### src/ebrg_params.svh
// Purpose: Timing and reset constants for the external bus request/grant block
// Assumes: Included by bare name
// Notes: Definitions only
`ifndef EBRG_PARAMS_SVH
`define EBRG_PARAMS_SVH
`define EBRG_SYNC_STAGES 2
`define EBRG_RST_GRANT 1'b0
`define EBRG_RST_STATE 2'h0
`define EBRG_RST_SEL 1'b1
`endif

### src/ebrg_pkg.sv
// Purpose: Types for the external bus request/grant block
// Assumes: Nothing
// Notes: State encoding of the arbiter
package ebrg_pkg;
	typedef enum logic [1:0] {
		EBRG_OWN = 2'h0,
		EBRG_WAIT = 2'h1,
		EBRG_GRANT = 2'h2
	} ebrg_state_t;
endpackage

### src/ebrg_sync.sv
// Purpose: Two-flop level synchroniser
// Assumes: Asynchronous input level
// Notes: First flop feeds only the second
`timescale 1ns/10ps
`default_nettype none
module ebrg_sync (
	input wire logic i_clk_sys,
	input wire logic i_rst_b,
	input wire logic i_ce,
	input wire logic i_async,
	output logic o_sync
);
	logic meta_q;
	logic meta_d;
	logic sync_q;
	logic sync_d;

	// Next values; reset value is idle high for active-low pins
	always_comb begin
		meta_d = i_ce ? i_async : meta_q;
		sync_d = i_ce ? meta_q : sync_q;
	end

	// Registers only
	always_ff @(posedge i_clk_sys or negedge i_rst_b) begin
		if (!i_rst_b) begin
			meta_q <= 1'b1;
			sync_q <= 1'b1;
		end else begin
			meta_q <= meta_d;
			sync_q <= sync_d;
		end
	end

	assign o_sync = sync_q;
endmodule
`default_nettype wire

### src/ebrg_arbiter.sv
// Purpose: Hands the external memory bus to an outside master and takes it back
// Assumes: Core marks access boundaries with i_acc_busy and i_acc_need
// Notes: i_rst_b is the clock-domain reset of this logic only; the chip reset pin
//        is a plain input so arbitration runs through chip reset
`timescale 1ns/10ps
`default_nettype none
`include "ebrg_params.svh"
module ebrg_arbiter
	import ebrg_pkg::*;
(
	input wire logic i_clk_sys,
	input wire logic i_rst_b,
	input wire logic i_ce,
	input wire logic i_bus_request_n,
	input wire logic i_emulator_bus_request_n,
	input wire logic i_chip_reset_n,
	input wire logic i_emulator_reset_n,
	input wire logic i_emulator_enable,
	input wire logic i_go_mode,
	input wire logic i_acc_busy,
	input wire logic i_acc_need,
	output logic o_bus_grant_n,
	output logic o_bus_grant_n_oe,
	output logic o_emulator_bus_grant_n,
	output logic o_grant_hung_n,
	output logic o_bus_drive_en,
	output logic o_core_halt,
	output logic o_core_reset_n
);
	logic br_sync;
	logic ebr_sync;
	logic rst_sync;
	logic erst_sync;
	logic ee_sync;
	logic req;
	ebrg_state_t state_q;
	ebrg_state_t state_d;
	logic hung_q;
	logic hung_d;
	logic halt_q;
	logic halt_d;
	logic csel_q;
	logic csel_d;

	// -----------------------------------------------------------------
	// Input synchronisers
	// -----------------------------------------------------------------
	ebrg_sync u_sync_br (.i_clk_sys(i_clk_sys), .i_rst_b(i_rst_b), .i_ce(i_ce),
		.i_async(i_bus_request_n), .o_sync(br_sync));
	ebrg_sync u_sync_ebr (.i_clk_sys(i_clk_sys), .i_rst_b(i_rst_b), .i_ce(i_ce),
		.i_async(i_emulator_bus_request_n), .o_sync(ebr_sync));
	ebrg_sync u_sync_rst (.i_clk_sys(i_clk_sys), .i_rst_b(i_rst_b), .i_ce(i_ce),
		.i_async(i_chip_reset_n), .o_sync(rst_sync));
	ebrg_sync u_sync_erst (.i_clk_sys(i_clk_sys), .i_rst_b(i_rst_b), .i_ce(i_ce),
		.i_async(i_emulator_reset_n), .o_sync(erst_sync));
	ebrg_sync u_sync_ee (.i_clk_sys(i_clk_sys), .i_rst_b(i_rst_b), .i_ce(i_ce),
		.i_async(~i_emulator_enable), .o_sync(ee_sync));

	// Source selection follows emulator enable; ee_sync is active low
	assign req = ee_sync ? ~br_sync : ~ebr_sync;
	assign o_core_reset_n = ee_sync ? rst_sync : erst_sync;

	// -----------------------------------------------------------------
	// Arbiter next state
	// -----------------------------------------------------------------
	// Chip reset is deliberately not a term here so grant works through it
	always_comb begin
		state_d = state_q;
		hung_d = 1'b0;
		halt_d = 1'b0;
		csel_d = ee_sync;
		case (state_q)
			EBRG_OWN: begin
				if (req && i_acc_busy) begin
					state_d = EBRG_WAIT;
				end else if (req) begin
					state_d = EBRG_GRANT;
					halt_d = !i_go_mode || i_acc_need;
					hung_d = i_go_mode && i_acc_need;
				end
			end
			EBRG_WAIT: begin
				// Access boundary reached, so grant may fall mid-instruction
				if (!req) begin
					state_d = EBRG_OWN;
				end else if (!i_acc_busy) begin
					state_d = EBRG_GRANT;
					halt_d = !i_go_mode || i_acc_need;
					hung_d = i_go_mode && i_acc_need;
				end
			end
			EBRG_GRANT: begin
				if (!req) begin
					state_d = EBRG_OWN;
				end else begin
					// Halt sticks once taken; resume only on release
					halt_d = halt_q || !i_go_mode || i_acc_need;
					hung_d = halt_q || i_acc_need;
				end
			end
			default: begin
				state_d = EBRG_OWN;
			end
		endcase
		if (!i_ce) begin
			state_d = state_q;
			hung_d = hung_q;
			halt_d = halt_q;
			csel_d = csel_q;
		end
	end

	// Registers only
	always_ff @(posedge i_clk_sys or negedge i_rst_b) begin
		if (!i_rst_b) begin
			state_q <= ebrg_state_t'(`EBRG_RST_STATE);
			hung_q <= `EBRG_RST_GRANT;
			halt_q <= `EBRG_RST_GRANT;
			csel_q <= `EBRG_RST_SEL;
		end else begin
			state_q <= state_d;
			hung_q <= hung_d;
			halt_q <= halt_d;
			csel_q <= csel_d;
		end
	end

	// -----------------------------------------------------------------
	// Outputs
	// -----------------------------------------------------------------
	// Bus drivers float exactly while granted; target obeys grant in emulation
	always_comb begin
		o_bus_drive_en = (state_q != EBRG_GRANT);
		o_bus_grant_n = ~((state_q == EBRG_GRANT) && csel_q);
		o_bus_grant_n_oe = csel_q;
		o_emulator_bus_grant_n = ~((state_q == EBRG_GRANT) && !csel_q);
		o_grant_hung_n = ~hung_q;
		o_core_halt = halt_q;
	end

	// -----------------------------------------------------------------
	// Checks
	// -----------------------------------------------------------------
	grant_floats_bus_a: assert property (@(posedge i_clk_sys) disable iff (!i_rst_b)
		(state_q == EBRG_GRANT) |-> !o_bus_drive_en)
		else $error("bus driven while granted");
	busy_blocks_grant_a: assert property (@(posedge i_clk_sys) disable iff (!i_rst_b)
		(i_ce && state_q != EBRG_GRANT && i_acc_busy) |=> (state_q != EBRG_GRANT))
		else $error("grant during access");
	idle_grant_a: assert property (@(posedge i_clk_sys) disable iff (!i_rst_b)
		(i_ce && state_q == EBRG_OWN && req && !i_acc_busy) |=> (state_q == EBRG_GRANT))
		else $error("grant not given next cycle");
	release_resume_a: assert property (@(posedge i_clk_sys) disable iff (!i_rst_b)
		(i_ce && state_q == EBRG_GRANT && !req) |=> (o_bus_drive_en && !o_core_halt
		&& o_grant_hung_n))
		else $error("no resume after release");
	go_mode_runs_a: assert property (@(posedge i_clk_sys) disable iff (!i_rst_b)
		(i_ce && state_q == EBRG_OWN && req && !i_acc_busy && i_go_mode && !i_acc_need)
		|=> !o_core_halt)
		else $error("halted in continue mode");
	hung_needs_grant_a: assert property (@(posedge i_clk_sys) disable iff (!i_rst_b)
		!o_grant_hung_n |-> (state_q == EBRG_GRANT))
		else $error("hung without grant");
	emu_floats_grant_a: assert property (@(posedge i_clk_sys) disable iff (!i_rst_b)
		!csel_q |-> (!o_bus_grant_n_oe && o_bus_grant_n))
		else $error("normal grant driven in emulation");
	// Looks back only over cycles free of logic reset, which refills the flops with idle
	sync_delay_a: assert property (@(posedge i_clk_sys) disable iff (!i_rst_b)
		(i_ce && $past(i_ce) && $past(i_ce, 2) && $past(i_rst_b) && $past(i_rst_b, 2))
		|-> (br_sync == $past(i_bus_request_n, 2)))
		else $error("request synchroniser depth wrong");

	// -----------------------------------------------------------------
	// Checks on halt, hung grant, wait, bus drivers, chip reset and pin selection
	// -----------------------------------------------------------------
	// Without continue mode the core stops in the very cycle the bus goes
	plain_mode_halts_a: assert property (@(posedge i_clk_sys) disable iff (!i_rst_b)
		(i_ce && state_q == EBRG_OWN && req && !i_acc_busy && !i_go_mode) |=> o_core_halt)
		else $error("core not halted on grant");
	// The wait ends exactly one cycle after the access completes
	wait_then_grant_a: assert property (@(posedge i_clk_sys) disable iff (!i_rst_b)
		(i_ce && state_q == EBRG_WAIT && req && !i_acc_busy) |=> (state_q == EBRG_GRANT))
		else $error("grant late after access");
	// A core that needs the bus while it is away must stop and say so
	need_stops_core_a: assert property (@(posedge i_clk_sys) disable iff (!i_rst_b)
		(i_ce && state_q == EBRG_GRANT && req && i_acc_need) |=> (o_core_halt && !o_grant_hung_n))
		else $error("core needs bus but runs on");
	// Once stopped, the core stays stopped until the master lets go
	halt_sticks_a: assert property (@(posedge i_clk_sys) disable iff (!i_rst_b)
		(i_ce && state_q == EBRG_GRANT && req && o_core_halt) |=> o_core_halt)
		else $error("core resumed while granted");
	// Hung grant from a running core would mislead the outside master
	hung_means_halt_a: assert property (@(posedge i_clk_sys) disable iff (!i_rst_b)
		!o_grant_hung_n |-> o_core_halt)
		else $error("hung grant while core runs");
	// Bus drivers are back whenever the bus is not handed out
	drive_when_owned_a: assert property (@(posedge i_clk_sys) disable iff (!i_rst_b)
		(state_q != EBRG_GRANT) |-> o_bus_drive_en)
		else $error("bus floated while owned");
	// Chip reset held low must not hold off a grant
	reset_no_block_a: assert property (@(posedge i_clk_sys) disable iff (!i_rst_b)
		(i_ce && !o_core_reset_n && state_q == EBRG_OWN && req && !i_acc_busy)
		|=> (state_q == EBRG_GRANT))
		else $error("grant blocked by chip reset");
	// Only one grant pin may show a grant at a time
	one_grant_pin_a: assert property (@(posedge i_clk_sys) disable iff (!i_rst_b)
		o_bus_grant_n || o_emulator_bus_grant_n)
		else $error("both grant pins active");
	// In emulation the grant shows on the emulator pin
	emu_grant_pin_a: assert property (@(posedge i_clk_sys) disable iff (!i_rst_b)
		(state_q == EBRG_GRANT && !csel_q) |-> !o_emulator_bus_grant_n)
		else $error("emulator grant missing");
endmodule
`default_nettype wire

### config.mk
export PLATFORM = sky130hd
export DESIGN_NAME = ebrg_arbiter
export DESIGN_NICKNAME = d
export VERILOG_FILES = /design/src/ebrg_pkg.sv /design/src/ebrg_sync.sv /design/src/ebrg_arbiter.sv
export VERILOG_INCLUDE_DIRS = /design/src /design/src/src
export SDC_FILE = /design/constraint.sdc
export NUM_CORES = 1
export LEC_CHECK = 0
export ABC_CLOCK_PERIOD_IN_PS = 2480
export BUFFER_PORTS_ARGS = -buffer_cell sky130_fd_sc_hd__buf_2
export CAP_MARGIN = 5
export CELL_PAD_IN_SITES_DETAIL_PLACEMENT = 1
export CELL_PAD_IN_SITES_GLOBAL_PLACEMENT = 2
export CORE_MARGIN = 4
export CORE_UTILIZATION = 36
export DETAILED_ROUTE_END_ITERATION = 7
export PLACE_DENSITY = 0.77
export SETUP_SLACK_MARGIN = 0.2
export SKIP_LAST_GASP = 1
export SLEW_MARGIN = 25
export SYNTH_ARGS = -nofsm -noshare
export SYNTH_HDL_FRONTEND = slang
export SYNTH_SLANG_ARGS = --single-unit
### constraint.sdc
create_clock -name i_clk_sys -period 2.48 [get_ports i_clk_sys]
set_clock_uncertainty 0.1 [all_clocks]
set_input_delay 0.496 -clock i_clk_sys [delete_from_list [all_inputs] [get_ports i_clk_sys]]
set_output_delay 0.496 -clock i_clk_sys [all_outputs]
set_load 0.01 [all_outputs]
Word-level counts from Yosys, hierarchy flattened
Index checks and enable logic that the tools add are counted.

word-level totals
  memories kept = 0
  RAM bits = 0
  memory bits (read-only) = 0
  register bits = 15
  input bits = 11
  logic and storage cells = 58
  latch bits = 0

operators by class
  order comparisons = 0
  add/subtract/negate cells = 0
  shift operators = 0
  muxes and demuxes = 20
  bitwise operators = 6
  multipliers = 0
  eq/ne operators = 6
  divide/modulo/power cells = 0
  reductions and logical operators = 12

operator list
  operator                                                               count
  1-bit two-way mux                                                      12
  2-bit two-way mux                                                      5
  3-bit != test, second input constant                                   2
  1-bit inverter                                                         6
  1-bit case mux with 3 select lines                                     2
  2-bit case mux with 3 select lines                                     1
  1-bit logical AND                                                      4
  1-bit logical OR                                                       4
  2-bit != test, second input constant                                   2
  4-bit AND reduction                                                    1
  2-bit by 1-bit equality test with 1-bit output, second input constant  1
  2-bit equality test, second input constant                             1
  1-bit zero test                                                        2
  2-bit zero test                                                        1

Longest topological paths before layout
Gate-level depths: netlist of run 1.

  depth in word-level cells = 5
  gate-level depth with buffers = 6

By module
From an unflattened synthesis of run 1, not the netlist that was laid out.

second synthesis, totals
  cell total of the unflattened synthesis = 65
  area, all modules = 787.0 sq um

by module, submodules not included
  module        cells an instance  area an instance (sq um)  instances  seq. area each (sq um)
  ebrg_arbiter  45                 411.6                     1          126.4
  ebrg_sync     4                  75.1                      5          52.6

Worst setup path before layout of run 1
No wires, ideal clock.

  path kind = reg-to-reg
  from = register u_sync_ee.sync_q (netlist: u_sync_ee.o_sync)
  to = register state_q[1]
  clock period less this slack = 1530 ps
  library setup time = 121 ps
  slack = 950 ps
  cell stages (with the launch flop) = 5
  required time = 2259 ps
  arrival = 1309 ps
  path through = dfstp_2 > mux2i_2 > mux2i_1 > nand2_1 > a22o_1

on the way
  longest elaborated chain between the ends = 4
  elaborated cells between the ends (all ways) = 9

ends and longest elaborated chain
  item                                                                                        RTL line             text
  from (decl)                                                                                 ebrg_sync.sv:15      logic sync_q;
  from (signal assigned)                                                                      ebrg_sync.sv:31      sync_q <= sync_d;
  1-bit two-way mux *                                                                         ebrg_arbiter.sv:60   assign req = ee_sync ? ~br_sync : ~ebr_sync;
  1-bit logical AND                                                                           ebrg_arbiter.sv:74   if (req && i_acc_busy) begin
  3-bit != test (no source line) or 2-bit two-way mux (tied branches)                         n/a
  4-bit AND reduction (no source line) or 2-bit case mux with 3 select lines (tied branches)  n/a
  to (signal assigned)                                                                        ebrg_arbiter.sv:116  state_q <= ebrg_state_t'(`EBRG_RST_STATE);
  to (signal assigned)                                                                        ebrg_arbiter.sv:121  state_q <= state_d;
  to (decl)                                                                                   ebrg_arbiter.sv:36   ebrg_state_t state_q;

Mark *: on every way between the ends. The rest lies on a longest branch, timed or not.
A chain may end at the register's enable or synchronous reset.

Worst setup path in the final report of run 1
  from = register state_q[0]
  to = output port o_bus_drive_en

on the way
  longest elaborated chain between the ends = 1

ends and longest elaborated chain
  item           RTL line             text
  2-bit != test  ebrg_arbiter.sv:133  o_bus_drive_en = (state_q != EBRG_GRANT);
  to (decl)      ebrg_arbiter.sv:26   output logic o_bus_drive_en,

No other way between the ends.

==> results of run 1 <==
==> metal layers <==
layer | track usage | share of wire | wire length, um
met4 | 0.07469 | 0.0084 | 13
met3 | 0.03815 | 0.050 | 77
met5 | 0 | 0 | 0
met1 | 0.1695 | 0.44 | 690
met2 | 0.2067 | 0.50 | 770
==> worst paths after layout <==
check | end | slack, ps | cells past startpoint
setup / recovery | o_bus_drive_en | 520 | 4
max in group asynchronous | o_bus_grant_n_oe$_DFFE_PN1P_ | 1430 | 2
setup reg to reg | state_q[1]$_DFFE_PN0P_ | 800 | 4
hold reg to reg | u_sync_ee.meta_q$_DFFE_PN1P_ | 380 | 2
hold / removal | u_sync_ee.meta_q$_DFFE_PN1P_ | 250 | 2
min in group asynchronous | state_q[1]$_DFFE_PN0P_ | 540 | 2
==> power breakdown <==
group / total, mW / internal (mW) / switching, mW
combinational: 0.283 / 0.136 / 0.146
sequential: 0.347 / 0.307 / 0.0399
clock: 0.139 / 0.0598 / 0.0791
==> final cells by class <==
type / count / area, um2
Clock buffer: 3 / 22.52
Clock inverter: 1 / 5.005
Fill cell: 236 / 1100
Inverter: 7 / 26.28
Multi-Input combinational cell: 40 / 350.3
Sequential cell: 15 / 389.1
Tap cell: 27 / 33.78
Timing Repair Buffer: 18 / 95.09
==> cell families after synthesis <==
kind of cell,count (synthesis)
adders and majority gates,4
and+or+nand+nor,9
AOI/OAI and AO/OA,13
DFF,15
buffers and inverters,9
muxes,14
==> layout by cell type, fill, tap and decap left out <==
cell type      Yosys  layout
clkbuf_4           0       3
o22ai_1            3       3
a31oi_1            1       1
dfrtp_1            4       4
dlygate4sd3_1      0       1
mux2i_1            2       2
nand3_1            2       2
buf_2              0      17
inv_1              7       7
nand2b_1           1       1
nand2_1            4       4
ha_1               4       4
mux2_2            11      11
o21ai_0            2       2
o21a_1             1       1
a22o_2             1       1
dfstp_2           11      11
a32o_2             1       1
nand3b_1           1       1
a21o_1             1       1
a22o_1             1       1
o31ai_1            1       1
clkinv_2           0       1
o311ai_0           1       1
nor3b_1            1       1
mux2i_2            1       1
==> per-stage QoR <==
step,setup WS [ps],util,hold WS [ps]
global route,362.7,0.4561,230.8
finish,518.1,0.4561,251.3
floorplan,950.1,-,100.4
global placement,800.2,0.4375,314.1
CTS,489.8,0.4511,5.337
detailed placement,792.2,0.4375,322.3
==> worst max-delay path: stages (launching register included) <==
cell and delay (ps):
dfrtp_1 440, inv_1 100, ha_1 290, inv_1 110, buf_2 150
==> results.yml, run 1 <==
detailed_routing:
  wire_per_inst_um: 13.98
  totalWireLength_um: 1552
  viasPerCell: 4.937
  drt_iter0_drc: 4
  drtPass1Iterations: 4
  drtAntennaViolNets: 0
  via_count: 548
  drc: 0
clock_network:
  cts_tree: "yes"
  insertion_delay_ps: 280
  cts_buffers: 3
  clk_pin_slew_worst_paths_ps: 90
  holdBufCountCts: 0
  clock-root-buffer: "clkbuf_4"
  clkSinkCount: 15
  cts_max_path_buffers: 2
  post_cts_buffers: 0
  postCtsResizedCells: 0
  cts_max_level: 1
synth:
  syn_area_per_cell_um2: 12.32
  synth.distinct_cells: 23
  synth_top_area_frac: 0.3667
  synth_flop_cell: "dfstp_2"
  synth_nets: 79
  synth_commonest_cells: "dfstp_2 (11), mux2_2 (11), inv_1 (7)"
  synthTopCellsByArea: "dfstp_2 (37%), mux2_2 (16%), dfrtp_1 (13%)"
  synth_compound_area_frac: 0.1222
  synthXorXnorAreaFrac: 0
  async_flop_share: 1.000
  yosysTopAreaCell: "dfstp_2"
  synth.cell_area_um2: 788.3
  yosysWarnings: 0
  synth-simple-area-share: 0.05873
  synth_top_family_by_area: "multiplexers"
  synth_cells: 64
  ys_ff_latch: 15
  synthMuxAreaShare: 0.2000
  synth-edff-count: 0
  synthAdderAreaFrac: 0.06349
  seq_area_frac_synth: 0.4937
sta:
  min_period_ps: 1962
  period_share: 0.7911
  max_slew.worst_pin.slew_ps: 353.9
  fmax_mhz: 509.7
  fin_setup_tns_ps: 0
  slew_headroom: 0.7641
  setup_violations: 0
  rsz0062_at_grt: "false"
  hold_viol_final: 0
  slew_viol_final: 0
finish:
  fin_nets: 100
  stdcell_count: 111
  stdcell_area_um2: 922.1
  antenna_cells: 0
  largest_reg_flops: 2
  area_growth_pct: 16.98
  drive_gt1_frac: 0.5476
  regMostFlops: "state_q"
pwr:
  total_power_mw: 0.7687
  powerDensity_nw_per_um2: 833.6
  irDropWorstVdd_mv: 0.3926
  leakagePower_nw: 0.4142
placed_design:
  dp_cells: 106
  dp_hpwl_um: 1142
  place_area_um2: 884.6
  io_buffers: 17
  gp_congestion: 0.7645
run:
  drv_cap: 0
floorplan:
  die_h_um: 54.80
  initial_utilization: 0.3899
  num_io_pins: 18
  die_x_um: 54.80
  dieArea_um2: 3002
  fp-row-count: 16
  core_area_um2: 2022
critical_path:
  critical_path_class: "reg -> out"
  crit_required_ps: 1880
  crit_path_start_kind: "flop"
  crit_fanout: 7
  worst_setup_path_end_kind: "primary output"
  worstReg2RegStart: "u_sync_ee.o_sync$_DFFE_PN1P_"
  startpoint: "state_q[0]$_DFFE_PN0P_"
  worstPathArrival_ps: 1370
min_path:
  hold_class: "in -> reg"
  worstHoldStart: "i_emulator_enable"
grt:
  grt_pass1_wl_um: 2801
  grt_util_all_layers: 0.1352
  grt_max_degree: 18
  gr-total-overflow: 0
  grt_antenna_before_repair: 0
  grt_pass1_vias: 612
outcome:
  status: "finished, final reports clean"
No activity file was read; power rests on OpenSTA's default activity.
==> run 2: changes to the inputs <==
--- a/config.mk
+++ b/config.mk
@@ -6,15 +6,15 @@
 export SDC_FILE = /design/constraint.sdc
 export NUM_CORES = 1
 export LEC_CHECK = 0
-export ABC_CLOCK_PERIOD_IN_PS = 2480
+export ABC_CLOCK_PERIOD_IN_PS = 1600
 export BUFFER_PORTS_ARGS = -buffer_cell sky130_fd_sc_hd__buf_2
 export CAP_MARGIN = 5
 export CELL_PAD_IN_SITES_DETAIL_PLACEMENT = 1
 export CELL_PAD_IN_SITES_GLOBAL_PLACEMENT = 2
 export CORE_MARGIN = 4
-export CORE_UTILIZATION = 36
+export CORE_UTILIZATION = 30
 export DETAILED_ROUTE_END_ITERATION = 7
-export PLACE_DENSITY = 0.77
+export PLACE_DENSITY = 0.68
 export SETUP_SLACK_MARGIN = 0.2
 export SKIP_LAST_GASP = 1
 export SLEW_MARGIN = 25
==> constraint.sdc (replaced) <==
create_clock -name i_clk_sys -period 1.6 [get_ports i_clk_sys]
set_clock_uncertainty 0.1 [all_clocks]
set_input_delay 0.32 -clock i_clk_sys [delete_from_list [all_inputs] [get_ports i_clk_sys]]
set_output_delay 0.32 -clock i_clk_sys [all_outputs]
set_load 0.01 [all_outputs]
==> results.yml, run 2 (same netlist as run 1, synthesis figures left out) <==
grt:
  grtUsageMet2: 0.1654
  grt_util_all_layers: 0.1080
  use_met3: 0.02179
  grt_pass1_wl_um: 2829
  grt_antenna_before_repair: 0
  grt_use_met1: 0.1459
  gr-total-overflow: 0
  grt_max_degree: 16
  grt_pass1_vias: 620
  busiest_layer: "met2"
pwr:
  p_sw_mw: 0.4875
  leakagePower_nw: 0.4946
  total_power_mw: 1.482
  swShare: 0.3290
  powerDensity_nw_per_um2: 1334
  p_clk_frac: 0.138
  pwr-share-seq: 0.361
  irDropWorstVdd_mv: 0.7150
  pwr-share-comb: 0.501
  internal_power_mw: 0.9943
finish:
  antenna_cells: 0
  fin_nets: 112
  fill_cells: 288
  largest_reg_flops: 2
  final_common_cell: "buf_2"
  layout_common_cells: "buf_2 (13), dfstp_2 (11), mux2_2 (10)"
  area_growth_pct: 40.95
  stdcell_count: 126
  regMostFlops: "state_q"
  drive_gt1_frac: 0.6875
  multi_input_area_um2: 407.9
  register_area_um2: 389.1
  stdcell_area_um2: 1111
critical_path:
  reg2reg_depth: 5
  crit_required_ps: 1180
  crit_path_max_incr_delay_ps: 560
  worst_setup_path_end_kind: "primary output"
  worstPathArrival_ps: 1250
  crit_fanout: 2
  cp_cell_sequence: "mux2_4 -> buf_6"
  cp_slowest_cell: "dfstp_2"
  crit_path_start_kind: "flop"
  crit_family: "flip-flops"
  critical_path_class: "reg -> out"
  cp.depth: 2
  path_buf_inv: 1
sta:
  period_share: 1.042
  min_period_ps: 1666
  rsz0062_at_grt: "true"
  worst_slack_ps: -66.46
  max_slew.worst_pin.slew_ps: 311.7
  fmax_mhz: 600.1
  hold_viol_final: 0
  slew_headroom: 0.7896
  holdWs_ps: 88.37
  slew_viol_final: 0
  setup_violations: 2
placed_design:
  dp_hpwl_um: 1311
  dp_cells: 115
  place_area_um2: 944.7
  gp_congestion: 0.7335
  io_buffers: 17
clock_network:
  clk_pin_slew_worst_paths_ps: 80
  insertion_delay_ps: 270
  clkSinkCount: 15
  cts_buffers: 3
  cts_max_level: 1
  clock-root-buffer: "clkbuf_4"
  cts_max_path_buffers: 2
  cts_tree: "yes"
floorplan:
  core_area_um2: 2500
  dieArea_um2: 3512
  num_io_pins: 18
  fp-row-count: 18
  initial_utilization: 0.3153
  die_h_um: 59.26
  die_x_um: 59.26
min_path:
  hold_class: "in -> reg"
  min_path_cells: 2
detailed_routing:
  totalWireLength_um: 1675
  viasPerCell: 4.770
  drt_iter0_drc: 4
  via_count: 601
  drc: 0
  drtPass1Iterations: 2
  drtAntennaViolNets: 0
  wire_per_inst_um: 13.29
outcome:
  status: "finished, violations left"
  violations: "setup timing"
run:
  drv_cap: 0
==> run 2: cell types whose count changed in the layout (fill, tap and decap cells not counted), moves of 2 or more <==
| cell | before | now |
|---|---|---|
| buf_4 | 0 | 9 |
| buf_6 | 0 | 7 |
| buf_2 | 17 | 13 |
| inv_1 | 7 | 4 |
| ha_1 | 4 | 2 |
| ha_4 | 0 | 2 |
| inv_2 | 0 | 2 |
| o22ai_1 | 3 | 1 |
| o22ai_2 | 0 | 2 |
==> run 2: path summary, 6_finish.rpt <==
check,start,endpoint,slack (ps)
max,u_sync_ee.o_sync$_DFFE_PN1P_,o_core_reset_n,-70
max reg2reg,u_sync_ee.o_sync$_DFFE_PN1P_,state_q[0]$_DFFE_PN0P_,-10
min in group asynchronous,i_rst_b,state_q[1]$_DFFE_PN0P_,370
min reg2reg,u_sync_ee.meta_q$_DFFE_PN1P_,u_sync_ee.meta_q$_DFFE_PN1P_,380
max in group asynchronous,i_rst_b,u_sync_ebr.meta_q$_DFFE_PN1P_,740
min,i_emulator_enable,u_sync_ee.meta_q$_DFFE_PN1P_,90
==> run 2: power by group through the flow <==
| stage | logic (mW) | clock network, mW | registers, mW |
|---|---|---|---|
| global placement | 0.520 | 0 | 0.531 |
| floorplan | 0.321 | 0 | 0.539 |
| finish | 0.742 | 0.205 | 0.535 |
| detailed placement | 0.533 | 0 | 0.535 |
| CTS | 0.675 | 0.219 | 0.529 |
| global route | 0.821 | 0.239 | 0.547 |
==> run 2: through the flow <==
step,setup WS (ps),setup TNS (ps),utilization
3_5_place_dp,45.03,0,0.3779
3_3_place_gp,87.75,0,0.3779
5_1_grt,-117.9,-346.6,0.4444
4_1_cts,-76.58,-141.0,0.4194
6_report,-66.46,-73.30,0.4444
2_1_floorplan,94.31,0,-
==> run 2: layout make-up <==
type | count | share of cell area
Clock buffer | 4 | 0.02365
Multi-Input combinational cell | 40 | 0.3671
Sequential cell | 15 | 0.3502
Timing Repair Buffer | 30 | 0.1993
Inverter | 7 | 0.02590
Tap cell | 30 | 0.03378
==> run 2: layer usage <==
layer	share of wire	wire length, um	up-vias
met2	0.46	778	9
met3	0.039	65	2
met5	0	0	-
met4	0.0048	8	0
li1	-	-	295
met1	0.49	822	295
==> run 2: repair_timing <==
action	in CTS	in global routing
endpoints found under the setup margin	8	9
setup buffers	3	3
cloned	0	0
pin swaps	1	4
gates resized for setup	9	9
hold buffers	1	0
hold endpoints to repair	4	0
